<file path="config.mk">
export PLATFORM = sky130hd
export DESIGN_NAME = sram_host_ctrl
export DESIGN_NICKNAME = d
export VERILOG_FILES = /design/src/rtl/sram_port_pkg.sv /design/src/rtl/cycle_timer.sv /design/src/rtl/sram_host_ctrl.sv
export SDC_FILE = /design/constraint.sdc
export NUM_CORES = 1
export LEC_CHECK = 0
export BUFFER_PORTS_ARGS = -buffer_cell sky130_fd_sc_hd__buf_2
export CELL_PAD_IN_SITES_DETAIL_PLACEMENT = 2
export CELL_PAD_IN_SITES_GLOBAL_PLACEMENT = 2
export CORE_ASPECT_RATIO = 1.2
export CORE_UTILIZATION = 26
export CTS_BUF_LIST = sky130_fd_sc_hd__clkbuf_8
export CTS_CLUSTER_DIAMETER = 100
export DETAILED_ROUTE_END_ITERATION = 8
export PLACE_DENSITY_LB_ADDON = 0.1
export SYNTH_ARGS = -nofsm -noshare
export SYNTH_HDL_FRONTEND = slang
export SYNTH_SLANG_ARGS = --single-unit
</file>
<file path="constraint.sdc">
create_clock -name ref_clk -period 1.7 [get_ports ref_clk]
set_input_delay 0.17 -clock ref_clk [delete_from_list [all_inputs] [get_ports ref_clk]]
set_output_delay 0.17 -clock ref_clk [all_outputs]
set_load 0.02 [all_outputs]
</file>
<file path="src/rtl/sram_port_pkg.sv">
// Timing constants, widths and modes for the asynchronous SRAM module host controller
package sram_port_pkg;

    localparam int CLK_PERIOD_PS = 5000;        // 200 MHz reference clock
    localparam int ADDR_W        = 19;          // 512K words
    localparam int DATA_W        = 32;          // Word width
    localparam int LANES         = 4;           // Byte lanes

    // Speed grade selector: 0, 1, 2 for the three grades
    localparam int GRADE_W       = 2;

    // Read timing in ns per grade
    localparam int T_RC_NS [3]   = '{35, 45, 55};   // Read cycle / address access
    localparam int T_OE_NS [3]   = '{15, 17, 22};   // Output gate to data
    localparam int T_OHA_NS      = 5;               // Data hold after address change
    localparam int T_PD_NS [3]   = '{35, 45, 55};   // Select high to power-down

    // Write timing in ns per grade
    localparam int T_SD_NS [3]   = '{20, 25, 35};   // Data setup to write end
    localparam int T_AW_NS [3]   = '{30, 40, 50};   // Address setup to write end
    localparam int T_HD_NS       = 7;               // Data hold after write end
    localparam int T_HA_NS       = 5;               // Address hold after write end
    localparam int T_SA_NS       = 2;               // Address setup to write start

    // Least times round up to whole cycles, never below one
    function automatic int cyc_up(input int ns);
        int c;
        c = (ns * 1000 + CLK_PERIOD_PS - 1) / CLK_PERIOD_PS;
        return (c < 1) ? 1 : c;
    endfunction : cyc_up

    localparam int CNT_W = 5;                   // Wide enough for every count

    typedef enum logic [2:0] {
        ST_IDLE   = 3'b000,
        ST_RADDR  = 3'b001,
        ST_RWAIT  = 3'b010,
        ST_WSETUP = 3'b011,
        ST_WPULSE = 3'b100,
        ST_WHOLD  = 3'b101,
        ST_REC    = 3'b110
    } state_t;

endpackage : sram_port_pkg

</file>
<file path="src/rtl/cycle_timer.sv">
// Loadable down counter giving a one-cycle done pulse
`timescale 1ns/10ps
`default_nettype none
module cycle_timer (
    input  wire logic                           ref_clk,  // System clock
    input  wire logic                           reset,    // Synchronous, active high
    input  wire logic                           load,     // Load new count
    input  wire logic [sram_port_pkg::CNT_W-1:0] count,   // Cycles to wait
    output logic                                done      // Pulse when count expires
);

    logic [sram_port_pkg::CNT_W-1:0] remain;
    logic [sram_port_pkg::CNT_W-1:0] next_remain;
    logic                            next_done;

    // Count down after a load, flag the last cycle
    always_comb begin
        next_remain = remain;
        next_done   = 1'b0;
        if (load) begin
            next_remain = count;
        end else if (remain != '0) begin
            next_remain = remain - 1'b1;
            next_done   = (remain == 5'h01);
        end
    end

    always_ff @(posedge ref_clk) begin
        if (reset) begin
            remain <= '0;
            done   <= 1'b0;
        end else begin
            remain <= next_remain;
            done   <= next_done;
        end
    end

endmodule : cycle_timer
`default_nettype wire

</file>
<file path="src/rtl/sram_host_ctrl.sv">
// Host controller driving an asynchronous 512K x 32 SRAM module through its pins
`timescale 1ns/10ps
`default_nettype none
// Contract
// RL1: Memory holds 512K words of 32 bits, word addressed.
// RL2: Four active-low lane selects enable bytes independently, any combination.
// RL3: Lane deselected when select high; read with gate low; write with strobe low.
// RL4: Write strobe stays high throughout every read cycle.
// RL5: Read data valid within grade access time after stable address.
// RL6: Previous read data held at least 5 ns after address change.
// RL7: Read data valid within grade access time after select falls.
// RL8: Read data valid within 15, 17 or 22 ns after gate falls.
// RL9: Lane powers down within grade time after select rises.
// RL10: Write begins only with select and strobe both low; overlap is write.
// RL11: Write ends at first of select rising or strobe rising.
// RL12: Write data valid 20, 25 or 35 ns before write end.
// RL13: Write data held at least 7 ns after write end.
// RL14: Address stable 30, 40 or 50 ns before write end.
// RL15: Address unchanged at least 5 ns after write end.
// RL16: Address stable at least 2 ns before write begins.
// RL17: Address valid no later than select falling edge for reads.
// RL18: Select and strobe rising together leave the data lines floating.
module sram_host_ctrl (
    input  wire logic                                ref_clk,     // 200 MHz clock
    input  wire logic                                reset,       // Synchronous, active high
    input  wire logic [sram_port_pkg::GRADE_W-1:0]   speed_grade, // 0..2, sampled per access
    input  wire logic                                req_valid,   // Access request
    input  wire logic                                req_write,   // 1 write, 0 read
    input  wire logic [sram_port_pkg::ADDR_W-1:0]    req_addr,    // Word address
    input  wire logic [sram_port_pkg::LANES-1:0]     req_lanes,   // Byte lanes, active high
    input  wire logic [sram_port_pkg::DATA_W-1:0]    req_wdata,   // Write data
    output logic                                     req_ready,   // Idle, request accepted
    output logic                                     rsp_valid,   // Access complete pulse
    output logic [sram_port_pkg::DATA_W-1:0]         rsp_rdata,   // Read data
    output logic [sram_port_pkg::ADDR_W-1:0]         mem_addr,    // Address pins
    output logic [sram_port_pkg::LANES-1:0]          sel_n,       // Lane selects, active low
    output logic                                     wstrobe_n,   // Write strobe, active low
    output logic                                     ogate_n,     // Output gate, active low
    input  wire logic [sram_port_pkg::DATA_W-1:0]    data_in,     // Data pins, input side
    output logic [sram_port_pkg::DATA_W-1:0]         data_out,    // Data pins, output side
    output logic [sram_port_pkg::LANES-1:0]          data_oe      // Per-lane drive enable
);

    ////////////////////////////////////////////////////////////////////////////
    // Cycle counts, grade-dependent except c_sa and c_hold

    logic [sram_port_pkg::GRADE_W-1:0] grade;
    logic [sram_port_pkg::GRADE_W-1:0] next_grade;
    logic [sram_port_pkg::CNT_W-1:0]   c_read;
    logic [sram_port_pkg::CNT_W-1:0]   c_pulse;
    logic [sram_port_pkg::CNT_W-1:0]   c_sa;
    logic [sram_port_pkg::CNT_W-1:0]   c_hold;
    logic [sram_port_pkg::CNT_W-1:0]   c_pd;
    int                                gi;

    // Pulse covers both address-to-end and data-to-end setup
    always_comb begin
        gi      = (grade > 2'h2) ? 2 : int'(grade);
        c_read  = sram_port_pkg::CNT_W'(sram_port_pkg::cyc_up(sram_port_pkg::T_RC_NS[gi]));
        c_pulse = sram_port_pkg::CNT_W'(sram_port_pkg::cyc_up(
                      (sram_port_pkg::T_AW_NS[gi] > sram_port_pkg::T_SD_NS[gi]) ?
                      sram_port_pkg::T_AW_NS[gi] : sram_port_pkg::T_SD_NS[gi])); // [RL12] [RL14]
        c_sa    = sram_port_pkg::CNT_W'(sram_port_pkg::cyc_up(sram_port_pkg::T_SA_NS));
        c_hold  = sram_port_pkg::CNT_W'(sram_port_pkg::cyc_up(
                      (sram_port_pkg::T_HD_NS > sram_port_pkg::T_HA_NS) ?
                      sram_port_pkg::T_HD_NS : sram_port_pkg::T_HA_NS)); // [RL13] [RL15]
        c_pd    = sram_port_pkg::CNT_W'(sram_port_pkg::cyc_up(sram_port_pkg::T_PD_NS[gi]));
    end

    ////////////////////////////////////////////////////////////////////////////
    // Timer

    logic                            t_load;
    logic [sram_port_pkg::CNT_W-1:0] t_count;
    logic                            t_done;

    cycle_timer u_timer (
        .ref_clk (ref_clk),
        .reset   (reset),
        .load    (t_load),
        .count   (t_count),
        .done    (t_done)
    );

    ////////////////////////////////////////////////////////////////////////////
    // Access sequencer

    sram_port_pkg::state_t             state;
    sram_port_pkg::state_t             next_state;
    logic [sram_port_pkg::ADDR_W-1:0]  next_mem_addr;
    logic [sram_port_pkg::LANES-1:0]   next_sel_n;
    logic                              next_wstrobe_n;
    logic                              next_ogate_n;
    logic [sram_port_pkg::DATA_W-1:0]  next_data_out;
    logic [sram_port_pkg::LANES-1:0]   next_data_oe;
    logic [sram_port_pkg::LANES-1:0]   lanes;
    logic [sram_port_pkg::LANES-1:0]   next_lanes;
    logic                              next_req_ready;
    logic                              next_rsp_valid;
    logic [sram_port_pkg::DATA_W-1:0]  next_rsp_rdata;

    // Next pin and state values
    always_comb begin
        next_state     = state;
        next_mem_addr  = mem_addr;
        next_sel_n     = sel_n;
        next_wstrobe_n = wstrobe_n;
        next_ogate_n   = ogate_n;
        next_data_out  = data_out;
        next_data_oe   = data_oe;
        next_lanes     = lanes;
        next_grade     = grade;
        next_req_ready = 1'b0;
        next_rsp_valid = 1'b0;
        next_rsp_rdata = rsp_rdata;
        t_load         = 1'b0;
        t_count        = c_read;
        case (state)
            sram_port_pkg::ST_IDLE: begin
                next_req_ready = 1'b1;
                if (req_valid && req_ready) begin
                    next_req_ready = 1'b0;
                    next_mem_addr  = req_addr; // [RL1]
                    next_lanes     = req_lanes;
                    next_grade     = speed_grade;
                    next_state     = req_write ? sram_port_pkg::ST_WSETUP
                                               : sram_port_pkg::ST_RADDR;
                    if (req_write) begin
                        next_data_out = req_wdata;
                    end
                end
            end
            sram_port_pkg::ST_RADDR: begin
                // Address already on pins one cycle before select falls
                next_sel_n     = ~lanes;                 // [RL2] [RL17]
                next_ogate_n   = 1'b0;                   // [RL3]
                next_wstrobe_n = 1'b1;                   // [RL4]
                t_load         = 1'b1;
                t_count        = c_read;                 // [RL5] [RL7] [RL8]
                next_state     = sram_port_pkg::ST_RWAIT;
            end
            sram_port_pkg::ST_RWAIT: begin
                if (t_done) begin
                    // Sample before address or select moves
                    next_rsp_rdata = data_in;            // [RL6]
                    next_rsp_valid = 1'b1;
                    next_sel_n     = '1;
                    next_ogate_n   = 1'b1;
                    t_load         = 1'b1;
                    t_count        = c_pd;               // [RL9]
                    next_state     = sram_port_pkg::ST_REC;
                end
            end
            sram_port_pkg::ST_WSETUP: begin
                // Drive data and select, strobe waits for address setup
                next_sel_n   = ~lanes;                   // [RL2]
                next_ogate_n = 1'b1;
                next_data_oe = lanes;
                t_load       = 1'b1;
                t_count      = c_sa;                     // [RL16]
                next_state   = sram_port_pkg::ST_WPULSE;
            end
            sram_port_pkg::ST_WPULSE: begin
                if (t_done && wstrobe_n) begin
                    next_wstrobe_n = 1'b0;               // [RL10]
                    t_load         = 1'b1;
                    t_count        = c_pulse;
                end else if (t_done) begin
                    // Strobe alone ends the write; select rises later
                    next_wstrobe_n = 1'b1;               // [RL11] [RL18]
                    t_load         = 1'b1;
                    t_count        = c_hold;
                    next_state     = sram_port_pkg::ST_WHOLD;
                end
            end
            sram_port_pkg::ST_WHOLD: begin
                if (t_done) begin
                    next_sel_n     = '1;                 // [RL3]
                    next_data_oe   = '0;
                    next_rsp_valid = 1'b1;
                    t_load         = 1'b1;
                    t_count        = c_pd;
                    next_state     = sram_port_pkg::ST_REC;
                end
            end
            sram_port_pkg::ST_REC: begin
                if (t_done) begin
                    next_state     = sram_port_pkg::ST_IDLE;
                    next_req_ready = 1'b1;
                end
            end
            default: begin
                next_state = sram_port_pkg::ST_IDLE;
            end
        endcase
    end

    // Register all state and pins
    always_ff @(posedge ref_clk) begin
        if (reset) begin
            state     <= sram_port_pkg::ST_IDLE;
            mem_addr  <= '0;
            sel_n     <= '1;
            wstrobe_n <= 1'b1;
            ogate_n   <= 1'b1;
            data_out  <= '0;
            data_oe   <= '0;
            lanes     <= '0;
            grade     <= '0;
            req_ready <= 1'b0;
            rsp_valid <= 1'b0;
            rsp_rdata <= '0;
        end else begin
            state     <= next_state;
            mem_addr  <= next_mem_addr;
            sel_n     <= next_sel_n;
            wstrobe_n <= next_wstrobe_n;
            ogate_n   <= next_ogate_n;
            data_out  <= next_data_out;
            data_oe   <= next_data_oe;
            lanes     <= next_lanes;
            grade     <= next_grade;
            req_ready <= next_req_ready;
            rsp_valid <= next_rsp_valid;
            rsp_rdata <= next_rsp_rdata;
        end
    end

endmodule : sram_host_ctrl
`default_nettype wire

</file>
# Word level (Yosys, flattened, before mapping)
# Cells that the tools add are included.
# totals
register_bits	110
inputBits	93
out_inout_bits	95
elab_cells	106
# classes
n_addsub	5
n_mul	2
n_div	2
magnitude_cmp	5
eq_ne	15
muxes	38
bitwise	4
n_reduce_logical	21
# op_table
cell	n
32-bit 2-to-1 mux	7
32-bit binary-select mux with 2-bit select	3
32-bit by 14-bit adder with 32-bit output (second input constant)	2
32-bit by 14-bit divider with 32-bit output (second input constant)	2
32-bit by 2-bit < comparator with 1-bit output (second input constant)	2
32-bit by 8-bit multiplier with 29-bit output (second input constant)	2
32-bit by 2-bit subtractor with 32-bit output (second input constant)	2
32-bit by 3-bit greater-or-equal comparator with 1-bit output (second input constant)	1
32-bit > comparator	1
2-bit inverter with 32-bit output	1
5-bit 2-to-1 mux	6
3-bit one-hot mux with 6 select lines	1
4-bit one-hot mux with 2 select lines	2
3-bit 2-to-1 mux	5
2-bit AND reduction	6
2-bit by 1-bit inequality test with 1-bit output (second input constant)	5
5-bit one-hot mux with 2 select lines	1
3-bit == test (second input constant)	3
4-bit 2-to-1 mux	2
2-bit nonzero test	4
3-bit by 2-bit == test with 1-bit output (second input constant)	2
1-bit one-hot mux with 3 select lines	2
2-bit OR reduction	3
5-bit by 1-bit == test with 1-bit output (second input constant)	1
other kinds (17)	26

# Depth between registers and ports, before layout
# depth
ltp_word	17
depth_mapped	8
ltp_nobuf	7

# Cells and area by module
# Synthesis repeated with hierarchy kept, for this count alone.
# hier_totals
cells_unflattened	523
hier_area_um2	4536.9
# modules_own_cells
mod	n_inst	cells_per_inst	area_each_um2	seq_area_each_um2
sram_host_ctrl	1	485	4195.3	2082.0
cycle_timer	1	38	341.6	120.1

# Least setup slack after synthesis
# OpenSTA, ideal clock, no wires.
# synth_timing
path_type	register -> register
from	register u_timer.remain[0] in the netlist's numbering
to	register u_timer.done
setup_ps	92
t_arrival_ps	1350
required_time_ps	1608
setup_slack_ps	258
path_stages_with_launch	5
path_buffers	0
period_less_slack_ps	1442
path_cell_list	dfxtp_1 -> inv_1 -> ha_1 -> or4b_2 -> nor4_1
# synth_between
elab_chain_cells	3
word_cells_on_any_way	4
cone_classes	eq/ne (1); bitwise (1); reduce/logical (2)
# synth_lines
element	line	text
start: declaration	cycle_timer.sv:12	logic [sram_port_pkg::CNT_W-1:0] remain;
start signal: assignment	cycle_timer.sv:33	remain <= next_remain;
5-bit nonzero test	cycle_timer.sv:22	end else if (remain != '0) begin
1-bit inverter (no line)	--	
3-bit OR reduction (no line)	--	
end signal: assignment	cycle_timer.sv:34	done <= next_done;
end: declaration	cycle_timer.sv:9	output logic done
# Parallel ways exist; a longest one is shown, timed or not.
# A chain may end at the register's enable or synchronous reset.

# Final worst setup path
# Same ends and word-level chain as after synthesis.

==> results.txt <==
Launch instance of the worst min-delay path: speed_grade[0]
Crit share post-route: 0.923
Antenna violations before repair: 0
Cell count of the worst hold path: 3
Net total in the final layout: 895
Max-slew violation count: 0
Endpoint of the lowest-slack register-to-register path: u_timer.done
Cell Int Power: 4.22 mW
Number of placement rows: 51
Crit path arrival time: 1.87 ns
Worst Hold Margin: 0.0211 ns
Reported net switching power: 1.87 mW
Maximum VDD drop: 0.412 mV
Post-route ant nets: 0
Global-route wire length before repair: 25300 um
Final routed DRC violation total: 0
Starting utilization of the core area: 0.266
Number of CTS-inserted buffers: 9
Via density per instance: 4.63
Final Hold Vio Count: 0
Leakage power: 2.81 nW
Synth Instances: 534
Average wire length per cell after detail routing: 15.7 um
Number of DRC violations after detailed-routing iteration 0: 107
Area growth from synthesis to layout: 52.1%
Weighted congestion reported at the end of routability-driven placement: 0.699
Crit path time final: 1.57 ns
Flop and latch count out of synthesis: 110
Master of the slowest instance on the critical path: sky130_fd_sc_hd__or4b_2
Startpoint of the worst register-to-register path: u_timer.remain[0]
HPWL after detailed placement: 10600 um
Global Route Usage Sum: 0.188
Number of buffers added for setup after CTS: 0
Path category of the worst min-delay check: primary input to flop
Worst-case headroom to the max-slew limit: 0.646
Number of vias after detailed routing: 4686
Remaining global-route overflow: 0
Total power: 6.09 mW
Post-route setup TNS: 0 ns
Proportion of synthesized chip area in sequential cells: 0.511
Critical path class: flop to flop
Setup repair after global routing missed its margin: false
Core Area: 16200 um^2
Synth async-reset ratio: 0
Critical path startpoint category: flop
Number of clock sinks seen by CTS: 110
Sw frac: 0.308
Clock tree from TritonCTS: built
Latest clock arrival within the worst-skew pair: 0.40 ns
Largest incremental delay on the critical path: 0.62 ns
Worst path required time: 2.00 ns
Share of total power in combinational logic: 0.241
Finish-stage setup viols: 0
PD cells: 929 nW/um^2
Worst slack at placement: 0.0566 ns
Prevailing post-synth register cell: sky130_fd_sc_hd__dfxtp_1
First-pass iteration count of the detailed router: 4
Share of layout cells above drive strength 1: 0.297
Final core occ: 0.404
Length in cells of the worst reg-to-reg path: 4
Number of fillers in the final layout: 1895
Cell-by-cell trace of the critical path: inv_1, ha_1, or4b_2, nor4_1
Setup clock skew after layout: 0.0130 ns
Count of cell types in the netlist: 49
Ports placed on the boundary: 188
Die Footprint: 17100 um^2
Clock root cell: sky130_fd_sc_hd__clkbuf_8
CP max FO: 4
Worst Tran Pin Value: 0.531 ns
EDFF count, synth: 0
Flop pwr share: 0.478
Result of the run: finished clean
H-tree levels: 3
Via count of the first global-routing pass: 5038
Horizontal extent of the die: 120 um
CP Capture Type: flop
Hold Crit Endpoint: grade[0]
Reg clk slew, reported paths: 0.11 ns
Diodes inserted: 0
CTS max path bufs: 2
Slack of the critical path: 0.130 ns
Register-to-register setup slack: 0.13 ns
Number of nets in the synthesized netlist: 632
Clock group share of total power: 0.281
Warnings from Yosys: 0
Maximum number of pins on one net before global-route repair: 45
Combined area of all synthesized cells: 4310 um^2
Max-capacitance violation count: 0
Post-synthesis average cell area: 8.07 um^2
Port buffer count: 187
Total Routed Length: 15900 um
Maximum operating frequency: 637 MHz
Die Ht: 143 um
[registers in the layout (all words and copies together), names as in the netlist]
register        count
mem_addr           19
data_oe             4
u_timer.done        1
ogate_n             1
u_timer.remain      5
rsp_rdata          32
lanes               4
rsp_valid           1
wstrobe_n           1
data_out           32
sel_n               4
grade               2
req_ready           1
state               3
[per-layer routing]
metal / up-vias / wire length [um] / GRT usage
li1: 2279 / - / -
met1: 2266 / 6380 / 0.202
met2: 125 / 8470 / 0.348
met3: 16 / 749 / 0.0419
met4: 0 / 313 / 0.0816
met5: - / 0 / 0
[timing repair]
action                                  CTS  global route
gates resized for setup                   0             5
hold endpoints to repair                 80             0
hold buffers                             80             0
endpoints found under the setup margin    0            38
[cells in the mapped netlist, drive strengths merged (2+ instances only)]
| cell | instances | share of area |
|---|---|---|
| ha | 5 | 0.015 |
| buf | 22 | 0.037 |
| o22ai | 3 | 0.0058 |
| o31ai | 4 | 0.0070 |
| nand2 | 187 | 0.16 |
| a211oi | 3 | 0.0052 |
| a2111oi | 2 | 0.0055 |
| clkbuf | 17 | 0.015 |
| o21ai | 5 | 0.0058 |
| conb | 2 | 0.0017 |
| nor2 | 15 | 0.013 |
| or2 | 2 | 0.0029 |
| a21oi | 95 | 0.11 |
| and2 | 2 | 0.0029 |
| dfxtp | 110 | 0.51 |
| nor3 | 4 | 0.0058 |
| nand3 | 2 | 0.0023 |
| xor2 | 2 | 0.0041 |
| and3b | 2 | 0.0041 |
| a22oi | 4 | 0.0070 |
| and3 | 2 | 0.0029 |
| nor3b | 2 | 0.0035 |
| nand2b | 9 | 0.013 |
| nand4 | 3 | 0.0044 |
| nor2b | 8 | 0.013 |
| inv | 5 | 0.0044 |
[worst max path at each step]
stage	cells after the start	to	slack, ns	startpoint
2_1_floorplan	4	u_timer.done	0.26	u_timer.remain[0]
3_3_place_gp	5	u_timer.remain[0]	0.16	state[1]
3_5_place_dp	4	u_timer.done	0.06	u_timer.remain[0]
4_1_cts	4	u_timer.done	0.05	u_timer.remain[0]
5_1_grt	6	data_out[1]	0.03	state[2]
6_report	4	u_timer.done	0.13	u_timer.remain[0]
[logic make-up after synthesis]
family / Yosys count / synth area share
mux: 1 / 0.00232
buf+inv: 44 / 0.0566
xor+xnor: 3 / 0.00610
simple gates: 245 / 0.246
other cells: 2 / 0.00174
flops: 110 / 0.511
compound gates: 124 / 0.161
fa+ha+maj: 5 / 0.0145
[final cells by class]
class / count / area (um^2) / area share
inverter: 5 / 18.8 / 0.00286
clock buffer: 11 / 151 / 0.0231
sequential: 110 / 2210 / 0.337
timing repair buffer: 291 / 1990 / 0.303
multi-input combinational: 380 / 1870 / 0.286
tap: 212 / 265 / 0.0405
clock inverter: 4 / 55.1 / 0.00840
[metrics by stage]
| stage | instances | area, um^2 |
|---|---|---|
| 6_report | 1013 | 6550 |
| 5_1_grt | 1013 | 6550 |
| 4_1_cts | 1013 | 6540 |
| 3_5_place_dp | 918 | 5530 |
| 3_3_place_gp | 918 | 5530 |
| 2_1_floorplan | 534 | 4310 |
[worst max-delay path, delay by kind of cell, from the launching register on]
kind / cells / cell delay (ns)
adders and majority gates: 1 / 0.22
buffers and inverters: 1 / 0.07
DFF: 1 / 0.38
and+or+nand+nor: 2 / 0.82
[layout by cell type, fill, tap and decap left out, types with 3 or more instances in the layout]
master                          netlist  layout
sky130_fd_sc_hd__nor2_1              15      15
sky130_fd_sc_hd__ha_1                 5       5
sky130_fd_sc_hd__nand2_1            187     187
sky130_fd_sc_hd__o21ai_0              5       5
sky130_fd_sc_hd__nor3_1               3       3
sky130_fd_sc_hd__dfxtp_1            110     107
sky130_fd_sc_hd__nor2b_1              7       7
sky130_fd_sc_hd__a22oi_1              4       4
sky130_fd_sc_hd__a211oi_1             3       3
sky130_fd_sc_hd__o31ai_1              4       4
sky130_fd_sc_hd__nand4_1              3       3
sky130_fd_sc_hd__buf_12               0       5
sky130_fd_sc_hd__buf_4                8      19
sky130_fd_sc_hd__buf_2                9     186
sky130_fd_sc_hd__dfxtp_2              0       3
sky130_fd_sc_hd__nand2b_1             9       9
sky130_fd_sc_hd__inv_1                5       5
sky130_fd_sc_hd__dlygate4sd3_1        0      80
sky130_fd_sc_hd__clkbuf_8             0      11
sky130_fd_sc_hd__a21oi_1             95      95
[power groups by stage]
stage / clock [mW] / combinational, mW / sequential (mW)
floorplan: 0 / 0.739 / 3.02
CTS: 1.79 / 1.47 / 2.90
global route: 1.89 / 1.63 / 2.94
detailed placement: 0 / 1.31 / 2.96
finish: 1.71 / 1.47 / 2.91
global placement: 0 / 1.26 / 2.94
No activity file was read; power rests on OpenSTA's default activity.
